File: src/design/pcibc_pkg.sv
// Shared constants and state types of the bus control handshake block
package pcibc_pkg;
  localparam logic [7:0] CMD_REG_OFFSET = 8'h04;
  localparam logic [15:0] CMD_RESET = 16'h0000;
  localparam logic [15:0] CMD_WR_MASK = 16'h0144;
  localparam int CMD_MASTER_EN_BIT = 2;
  localparam int CMD_PERR_EN_BIT = 6;
  localparam int CMD_SERR_EN_BIT = 8;
  localparam logic [15:0] STAT_RESET = 16'h0000;
  localparam int STAT_MABORT_BIT = 13;
  localparam int STAT_PERR_BIT = 15;
  localparam logic [2:0] DEVSEL_TIMEOUT_CLKS = 3'h5;

  typedef enum logic [2:0] {
    T_IDLE = 3'b001,
    T_DATA = 3'b010,
    T_TURN = 3'b100
  } pcibc_tstate_t;

  typedef enum logic [3:0] {
    M_IDLE = 4'b0001,
    M_REQ = 4'b0010,
    M_DATA = 4'b0100,
    M_TURN = 4'b1000
  } pcibc_mstate_t;
endpackage

File: src/design/pcibc_regs.sv
// Command and status register pair at configuration dword 04h
module pcibc_regs
  import pcibc_pkg::*;
(
  input wire logic clk,
  input wire logic rst,
  input wire logic wr_en,
  input wire logic [7:0] offset,
  input wire logic [31:0] wdata,
  input wire logic [3:0] be,
  input wire logic set_mabort,
  input wire logic set_perr,
  output logic [15:0] cmd,
  output logic [31:0] rdata_r
);
  logic [15:0] cmd_r;
  logic [15:0] cmd_nxt;
  logic [15:0] stat_r;
  logic [15:0] stat_nxt;
  logic [31:0] rdata_nxt;
  logic hit;

  assign cmd = cmd_r;
  assign hit = (offset == CMD_REG_OFFSET);

  // Byte-lane writes; status bits clear on one, but a new event wins
  always_comb begin
    cmd_nxt = cmd_r;
    stat_nxt = stat_r;
    if (wr_en && hit) begin
      if (be[0]) begin
        cmd_nxt[7:0] = wdata[7:0] & CMD_WR_MASK[7:0];
      end
      if (be[1]) begin
        cmd_nxt[15:8] = wdata[15:8] & CMD_WR_MASK[15:8];
      end
      if (be[3]) begin
        stat_nxt[15:8] = stat_r[15:8] & ~wdata[31:24];
      end
    end
    if (set_mabort) begin
      stat_nxt[STAT_MABORT_BIT] = 1'b1;
    end
    if (set_perr) begin
      stat_nxt[STAT_PERR_BIT] = 1'b1;
    end
    rdata_nxt = hit ? {stat_r, cmd_r} : 32'h00000000; // Unmapped reads as zero
  end

  // Register stage
  always_ff @(posedge clk or posedge rst) begin
    if (rst) begin
      cmd_r <= CMD_RESET;
      stat_r <= STAT_RESET;
      rdata_r <= 32'h00000000;
    end else begin
      cmd_r <= cmd_nxt;
      stat_r <= stat_nxt;
      rdata_r <= rdata_nxt;
    end
  end
endmodule

File: src/design/pcibc_top.sv
// Bus control handshake: target claim, initiator framing, arbitration, errors
// Functional notes
// - As target, assert device select to claim a cycle addressed here, only while the initiator side is idle.
// - As initiator, abort the cycle if no target claims it in time.
// - Initiator drives frame from start while more data phases follow.
// - Frame released marks the last data phase, for both roles.
// - Assert request when an initiator transaction is wanted and the master enable bit of the command register is set.
// - Accept a grant from the arbiter even without own request.
// - Initiator ready and target ready each signal own readiness.
// - A data phase completes only on an edge with both readies asserted.
// - Any other edge is a wait state; the data phase stays open.
// - Drive parity error on mismatch only while its command enable is set.
// - Pulse system error only while its command enable is set.
// - System error may pulse when not the target of the cycle.
// - Card-side address parity error also pulses system error when enabled.
// - Target stop requests the end; initiator honours it.
module pcibc_top
  import pcibc_pkg::*;
(
  input wire logic CLK_SYS,
  input wire logic RST,
  input wire logic FRAME_N_I,
  output logic FRAME_N_O,
  output logic FRAME_OE,
  input wire logic IRDY_N_I,
  output logic IRDY_N_O,
  output logic IRDY_OE,
  input wire logic TRDY_N_I,
  output logic TRDY_N_O,
  output logic TRDY_OE,
  input wire logic DEVSEL_N_I,
  output logic DEVSEL_N_O,
  output logic DEVSEL_OE,
  input wire logic STOP_N_I,
  output logic STOP_N_O,
  output logic STOP_OE,
  input wire logic PERR_N_I,
  output logic PERR_N_O,
  output logic PERR_OE,
  output logic SERR_N_O,
  output logic SERR_OE,
  output logic REQ_N,
  input wire logic GNT_N,
  input wire logic IDSEL,
  input wire logic TGT_MEM_HIT,
  input wire logic TGT_CFG_CMD,
  input wire logic TGT_WRITE,
  input wire logic TGT_READY,
  input wire logic TGT_NO_BURST,
  output logic TGT_XFER,
  input wire logic [7:0] REG_OFFSET,
  input wire logic [31:0] REG_WDATA,
  input wire logic [3:0] REG_BE,
  output logic [31:0] REG_RDATA,
  input wire logic MST_START,
  input wire logic MST_DATA_RDY,
  input wire logic MST_LAST,
  output logic MST_XFER,
  output logic MST_ABORT,
  output logic MST_DONE,
  output logic MST_PARKED,
  input wire logic PAR_MISMATCH,
  input wire logic SYS_ERR,
  input wire logic CB_ADDR_PERR
);
  // Active-high views of the sampled bus lines
  logic frame_a, irdy_a, trdy_a, devsel_a, stop_a, gnt_a;
  assign frame_a = ~FRAME_N_I;
  assign irdy_a = ~IRDY_N_I;
  assign trdy_a = ~TRDY_N_I;
  assign devsel_a = ~DEVSEL_N_I;
  assign stop_a = ~STOP_N_I;
  assign gnt_a = ~GNT_N;

  logic [15:0] cmd;
  logic frame_prev_r, frame_prev_nxt;

  // Target side state
  pcibc_tstate_t t_state_r, t_state_nxt;
  logic t_devsel_nxt, t_trdy_nxt, t_stop_nxt, t_oe_nxt;
  logic t_cfg_r, t_cfg_nxt, t_wr_r, t_wr_nxt;
  logic t_xfer_nxt, t_claim, t_xfer_now, reg_wr;

  // Initiator side state
  pcibc_mstate_t m_state_r, m_state_nxt;
  logic m_frame_nxt, m_irdy_nxt, m_oe_nxt, m_req_nxt;
  logic m_seen_r, m_seen_nxt, m_mab_r, m_mab_nxt;
  logic [2:0] m_cnt_r, m_cnt_nxt;
  logic m_xfer_nxt, m_abort_nxt, m_done_nxt, m_park_nxt, m_xfer_now;
  logic perr_nxt, perr_oe_nxt, serr_nxt;

  // Claim at the first frame edge: memory hit, or config with IDSEL
  assign t_claim = frame_a & ~frame_prev_r & (m_state_r == M_IDLE)
                   & (TGT_MEM_HIT | (TGT_CFG_CMD & IDSEL));
  assign t_xfer_now = irdy_a & ~TRDY_N_O & (t_state_r == T_DATA);
  assign reg_wr = t_xfer_now & t_cfg_r & t_wr_r;
  assign frame_prev_nxt = frame_a;

  // Target next-state logic
  always_comb begin
    t_state_nxt = t_state_r;
    t_devsel_nxt = 1'b0;
    t_trdy_nxt = 1'b0;
    t_stop_nxt = 1'b0;
    t_oe_nxt = 1'b0;
    t_cfg_nxt = t_cfg_r;
    t_wr_nxt = t_wr_r;
    t_xfer_nxt = t_xfer_now;
    case (t_state_r)
      T_IDLE: begin
        if (t_claim) begin
          t_state_nxt = T_DATA;
          t_devsel_nxt = 1'b1;
          t_trdy_nxt = TGT_READY;
          t_oe_nxt = 1'b1;
          t_cfg_nxt = TGT_CFG_CMD;
          t_wr_nxt = TGT_WRITE;
        end
      end
      T_DATA: begin
        t_oe_nxt = 1'b1;
        // Frame already released: this phase is the last one
        if (~frame_a && (t_xfer_now || (~STOP_N_O && irdy_a))) begin
          t_state_nxt = T_TURN; // Lines driven high one clock before release
        end else begin
          t_devsel_nxt = 1'b1;
          // Disconnect after one phase when bursts are not supported
          t_stop_nxt = ~STOP_N_O | (t_xfer_now & frame_a & TGT_NO_BURST);
          // Ready follows TGT_READY each clock, drops once stop is raised
          t_trdy_nxt = TGT_READY & ~t_stop_nxt;
        end
      end
      T_TURN: begin
        t_state_nxt = T_IDLE;
      end
      default: begin
        t_state_nxt = T_IDLE;
      end
    endcase
  end

  // Target registers
  always_ff @(posedge CLK_SYS or posedge RST) begin
    if (RST) begin
      t_state_r <= T_IDLE;
      DEVSEL_N_O <= 1'b1;
      TRDY_N_O <= 1'b1;
      STOP_N_O <= 1'b1;
      DEVSEL_OE <= 1'b0;
      TRDY_OE <= 1'b0;
      STOP_OE <= 1'b0;
      t_cfg_r <= 1'b0;
      t_wr_r <= 1'b0;
      TGT_XFER <= 1'b0;
      frame_prev_r <= 1'b0;
    end else begin
      t_state_r <= t_state_nxt;
      DEVSEL_N_O <= ~t_devsel_nxt;
      TRDY_N_O <= ~t_trdy_nxt;
      STOP_N_O <= ~t_stop_nxt;
      DEVSEL_OE <= t_oe_nxt;
      TRDY_OE <= t_oe_nxt;
      STOP_OE <= t_oe_nxt;
      t_cfg_r <= t_cfg_nxt;
      t_wr_r <= t_wr_nxt;
      TGT_XFER <= t_xfer_nxt;
      frame_prev_r <= frame_prev_nxt;
    end
  end

  assign m_xfer_now = ~IRDY_N_O & trdy_a & (m_state_r == M_DATA);

  // Initiator next-state logic
  always_comb begin
    m_state_nxt = m_state_r;
    m_frame_nxt = 1'b0;
    m_irdy_nxt = 1'b0;
    m_oe_nxt = 1'b0;
    m_req_nxt = 1'b0;
    m_seen_nxt = m_seen_r;
    m_mab_nxt = 1'b0;
    m_cnt_nxt = m_cnt_r;
    m_xfer_nxt = m_xfer_now;
    m_abort_nxt = 1'b0;
    m_done_nxt = 1'b0;
    // Parked grant is accepted quietly; no cycle is started from it
    m_park_nxt = gnt_a & REQ_N;
    case (m_state_r)
      M_IDLE: begin
        if (MST_START && cmd[CMD_MASTER_EN_BIT]) begin
          m_state_nxt = M_REQ;
          m_req_nxt = 1'b1;
        end
      end
      M_REQ: begin
        m_req_nxt = 1'b1;
        // Start only on grant with the bus idle
        if (gnt_a && ~frame_a && ~irdy_a && (t_state_r == T_IDLE)) begin
          m_state_nxt = M_DATA;
          m_frame_nxt = 1'b1;
          m_oe_nxt = 1'b1;
          m_req_nxt = 1'b0;
          m_seen_nxt = 1'b0;
          m_cnt_nxt = 3'h0;
        end
      end
      M_DATA: begin
        m_oe_nxt = 1'b1;
        m_seen_nxt = m_seen_r | devsel_a;
        if (m_cnt_r != DEVSEL_TIMEOUT_CLKS) begin
          m_cnt_nxt = m_cnt_r + 3'h1;
        end
        if (m_mab_r) begin
          m_state_nxt = M_TURN; // Ready released one clock after frame
          m_abort_nxt = 1'b1;
        end else if (~m_seen_r && ~devsel_a
                     && (m_cnt_r == DEVSEL_TIMEOUT_CLKS - 3'h1)) begin
          m_mab_nxt = 1'b1;
          m_irdy_nxt = 1'b1;
        end else if (FRAME_N_O && (m_xfer_now || stop_a)) begin
          m_state_nxt = M_TURN;
        end else if (stop_a && devsel_a) begin
          m_irdy_nxt = 1'b1;
        end else begin
          // Ready once raised is held until the phase completes
          m_irdy_nxt = (IRDY_N_O || m_xfer_now) ? MST_DATA_RDY : 1'b1;
          m_frame_nxt = ~FRAME_N_O & ~(m_irdy_nxt & MST_LAST);
        end
      end
      M_TURN: begin
        m_state_nxt = M_IDLE;
        m_done_nxt = 1'b1;
      end
      default: begin
        m_state_nxt = M_IDLE;
      end
    endcase
  end

  // Initiator registers
  always_ff @(posedge CLK_SYS or posedge RST) begin
    if (RST) begin
      m_state_r <= M_IDLE;
      FRAME_N_O <= 1'b1;
      IRDY_N_O <= 1'b1;
      FRAME_OE <= 1'b0;
      IRDY_OE <= 1'b0;
      REQ_N <= 1'b1;
      m_seen_r <= 1'b0;
      m_mab_r <= 1'b0;
      m_cnt_r <= 3'h0;
      MST_XFER <= 1'b0;
      MST_ABORT <= 1'b0;
      MST_DONE <= 1'b0;
      MST_PARKED <= 1'b0;
    end else begin
      m_state_r <= m_state_nxt;
      FRAME_N_O <= ~m_frame_nxt;
      IRDY_N_O <= ~m_irdy_nxt;
      FRAME_OE <= m_oe_nxt;
      IRDY_OE <= m_oe_nxt;
      REQ_N <= ~m_req_nxt;
      m_seen_r <= m_seen_nxt;
      m_mab_r <= m_mab_nxt;
      m_cnt_r <= m_cnt_nxt;
      MST_XFER <= m_xfer_nxt;
      MST_ABORT <= m_abort_nxt;
      MST_DONE <= m_done_nxt;
      MST_PARKED <= m_park_nxt;
    end
  end

  // Error reporting; system error needs no own cycle in progress
  always_comb begin
    perr_nxt = PAR_MISMATCH & cmd[CMD_PERR_EN_BIT];
    perr_oe_nxt = perr_nxt | ~PERR_N_O; // Drive high one clock before release
    serr_nxt = (SYS_ERR | CB_ADDR_PERR) & cmd[CMD_SERR_EN_BIT];
  end

  // Error registers; system error is open drain, driven only low
  always_ff @(posedge CLK_SYS or posedge RST) begin
    if (RST) begin
      PERR_N_O <= 1'b1;
      PERR_OE <= 1'b0;
      SERR_N_O <= 1'b1;
      SERR_OE <= 1'b0;
    end else begin
      PERR_N_O <= ~perr_nxt;
      PERR_OE <= perr_oe_nxt;
      SERR_N_O <= ~serr_nxt;
      SERR_OE <= serr_nxt;
    end
  end

  pcibc_regs u_regs (
    .clk(CLK_SYS),
    .rst(RST),
    .wr_en(reg_wr),
    .offset(REG_OFFSET),
    .wdata(REG_WDATA),
    .be(REG_BE),
    .set_mabort(m_abort_nxt),
    .set_perr(PAR_MISMATCH),
    .cmd(cmd),
    .rdata_r(REG_RDATA)
  );
endmodule

File: config.mk
export PLATFORM = sky130hd
export DESIGN_NAME = pcibc_top
export DESIGN_NICKNAME = d
export VERILOG_FILES = /design/src/design/pcibc_pkg.sv /design/src/design/pcibc_regs.sv /design/src/design/pcibc_top.sv
export SDC_FILE = /design/constraint.sdc
export NUM_CORES = 1
export LEC_CHECK = 0
export BUFFER_PORTS_ARGS = -buffer_cell sky130_fd_sc_hd__clkbuf_2
export CELL_PAD_IN_SITES_DETAIL_PLACEMENT = 0
export CELL_PAD_IN_SITES_GLOBAL_PLACEMENT = 2
export CORE_MARGIN = 5
export CORE_UTILIZATION = 31
export CTS_BUF_LIST = sky130_fd_sc_hd__clkbuf_2
export DETAILED_ROUTE_END_ITERATION = 8
export GPL_ROUTABILITY_DRIVEN = 0
export PLACE_DENSITY = 0.94
export SLEW_MARGIN = 40
export SYNTH_ARGS = -nofsm -noshare
export SYNTH_HDL_FRONTEND = slang
export SYNTH_SLANG_ARGS = --single-unit
File: constraint.sdc
create_clock -name CLK_SYS -period 2.8 [get_ports CLK_SYS]
set_input_delay 0.42 -clock CLK_SYS [delete_from_list [all_inputs] [get_ports CLK_SYS]]
set_output_delay 0.42 -clock CLK_SYS [all_outputs]
set_load 0.005 [all_outputs]
==> out/metrics.csv <==
stage,metric,value,unit
run_status,status,completed,
yosys,synth_cells,195,
global_route,track_usage,0.103,
floorplanning,die_area,9530,um2
setup_path,cp_num_buf_inv,0,
setup_path,start_kind,register,
setup_path,crit_chain,"or4b_2, a311oi_1, a21bo_2",
floorplanning,start_util,0.313,
global_route,grt_use_met2,0.168,
hold_path,min_from,TGT_READY,
detailed_routing,drc,0,
sta,finalSetupTns,0,ns
final_layout,final_common_cell,clkbuf_2,
detailed_routing,routed_wl,4810,um
sta,final_max_slew_viol_count,0,
clock_tree,cts_tree,done,
yosys,synth_warnings,0,
yosys,ys.flop_type,dfrtp_1,
yosys,avgSynthCellArea,12.2,um2
clock_tree,cts_buffers,5,
detailed_routing,firstDrtPassIters,4,
detailed_routing,viasPerCell,4.38,
detailed_routing,vias,1639,
global_route,gr-usage-met3,0.0323,
final_layout,final_cell_mix,"clkbuf_2 (78), dfrtp_1 (44), conb_1 (21), and2_1 (12), dfstp_2 (10)",
global_route,first_global_vias,1698,
sta,worstMarginPinSlew,0.732,ns
yosys,postSynth.asyncResetShare,1.00,
yosys,synth-seq-area-share,0.573,
clock_tree,path_clk_slew,0.26,ns
setup_path,worst_r2r_startpoint,m_state_r[1],
yosys,ys_ff_latch,54,
setup_path,cp_max_fo,12,
placed_design,hpwlAfterDp,3770,um
sta,fmax,467,MHz
global_route,use_met1,0.129,
sta,rsz0062_at_grt,no,
sta,slew-limit-headroom,0.511,
clock_tree,cts_max_path_buffers,2,
yosys,netlist_area,2380,um2
clock_tree,root_buffer,clkbuf_2,
floorplanning,die_h,97.6,um
setup_path,startpoint,m_state_r[1],
setup_path,critPathKind,register to register,
final_layout,area_growth,19.3,%
setup_path,slowest_delay,0.82,ns
setup_path,cp_data_arrival_time,2.50,ns
clock_tree,insertion_delay,0.41,ns
setup_path,required,3.16,ns
detailed_routing,drtAntennaViolNets,0,
pwr,ir_worst_vdd,0.293,mV
placed_design,dp.cells,365,
global_route,grt_busiest_layer,met2,
setup_path,critical_path.endpoint_type,register,
final_layout,nets,339,
pwr,p_leak,1.45,nW
final_layout,design_area,2840,um2
final_layout,fin_cells,374,
detailed_routing,wl_per_cell,12.9,um
floorplanning,io_pins,117,
flow_run,drv_cap,0,
clock_tree,htree_levels,2,
pwr,p_per_area,456,nW/um2
clock_tree,cts-resized-gates,0,
setup_path,slowest_stage,or4b_2,
sta,finalHoldViolations,0,
global_route,antenna_found_initial,0,
floorplanning,rows,32,
floorplanning,coreArea,7610,um2
global_route,grt_pass1_wl,8120,um
yosys,synth.distinct_cells,46,
clock_tree,post_cts_buffers,0,
hold_path,hold_path.class,primary input to register,
clock_tree,cts.sinks,54,
yosys,synth_edf_count,0,
sta,finalSetupViolCount,0,
global_route,overflow,0,
final_layout,drive_gt1_frac,0.419,
final_layout,diodes,0,
global_route,grt_max_degree,23,
sta,finClkSkew,0.0311,ns
sta,min_period,2.14,ns
detailed_routing,drt_iter0_drc,41,
clock_tree,cts_hold_buf,1,
placed_design,port_buffers,72,
floorplanning,die_x,97.6,um
placed_design,placed_cell_area,2770,um2
setup_path,critPathTopFamily,simple AND/OR/NAND/NOR gates,
sta,period_share,0.765,
[metal layers]
layer  wire, um  vias to the layer above
li1           -                      795
met1       2060                      783
met2       2340                       59
met3        395                        2
met4         17                        0
met5          0                        -
[power breakdown]
| part | leakage (nW) | switching (mW) | internal (mW) |
|---|---|---|---|
| clock | 0.0406 | 0.227 | 0.152 |
| combinational | 0.723 | 0.0546 | 0.0467 |
| sequential | 0.681 | 0.0140 | 0.800 |
[metrics by stage]
step / setup slack [ns] / utilization / hold slack [ns] / power (mW)
2_1_floorplan: 0.839 / - / 0.397 / 0.898
3_3_place_gp: 0.656 / 0.364 / 0.368 / 0.924
3_5_place_dp: 0.612 / 0.364 / 0.367 / 0.929
4_1_cts: 0.709 / 0.374 / 0.0853 / 1.31
5_1_grt: 0.619 / 0.374 / 0.0709 / 1.36
6_report: 0.659 / 0.374 / 0.113 / 1.29
[worst paths after layout]
check	end	slack, ns	depth (start not counted)
worst min-delay path	TRDY_N_O	0.11	2
worst min register to register	PERR_N_O	0.45	1
worst max-delay path	IRDY_N_O	0.66	3
min in group asynchronous	u_regs.stat_r[11]	0.42	3
max in group asynchronous	REQ_N	1.71	4
worst max register to register	IRDY_N_O	0.66	3
[state kept, by name, summed over array words and instances (netlist names), 3 cells and up]
name,flops
u_regs.stat_r,8
t_state_r,3
u_regs.cmd,3
u_regs.rdata_r,11
m_state_r,4
m_cnt_r,3
[cell usage after synthesis, drive strengths merged (2+ instances only)]
cell type / instances / area, um2
and2: 12 / 75.1
or3b: 2 / 17.5
or4: 2 / 18.8
nor4: 4 / 70.1
nor4b: 2 / 17.5
ha: 3 / 37.5
mux2: 5 / 56.3
nor2: 9 / 33.8
a21oi: 4 / 20.0
nand2b: 2 / 12.5
o21ai: 6 / 30.0
clkbuf: 2 / 7.51
dfrtp: 44 / 1100
a211o: 2 / 18.8
nor2b: 2 / 12.5
dfstp: 10 / 263
or4b: 4 / 40.0
nand2: 3 / 11.3
nor3: 7 / 35.0
o21bai: 2 / 15.0
o31ai: 2 / 15.0
a21boi: 6 / 45.0
buf: 25 / 191
nand4b: 5 / 43.8
or2: 3 / 18.8
a31oi: 3 / 18.8
inv: 9 / 33.8
[final cells by class]
class,count,area [um2]
clock buffers,6,30.0
flip-flops and latches,54,1360
repair buffers,76,393
clock inverters,2,33.8
inverters,9,33.8
multi-input cells,125,860
well taps,102,128
fillers,764,4770
[logic make-up (layout without fill, tap and decap cells)]
| group | count (synthesis) | in the layout | share of synthesized area |
|---|---|---|---|
| AOI/OAI and AO/OA | 35 | 35 | 0.104 |
| xor gates and xnor gates | 1 | 1 | 0.00368 |
| adders and majority gates | 3 | 3 | 0.0158 |
| buffers and inverters | 36 | 93 | 0.0977 |
| DFF | 54 | 54 | 0.573 |
| muxes | 5 | 5 | 0.0236 |
| other | 1 | 21 | 0.00157 |
| and+or+nand+nor | 60 | 60 | 0.181 |
(Power assumes the default switching activity.)
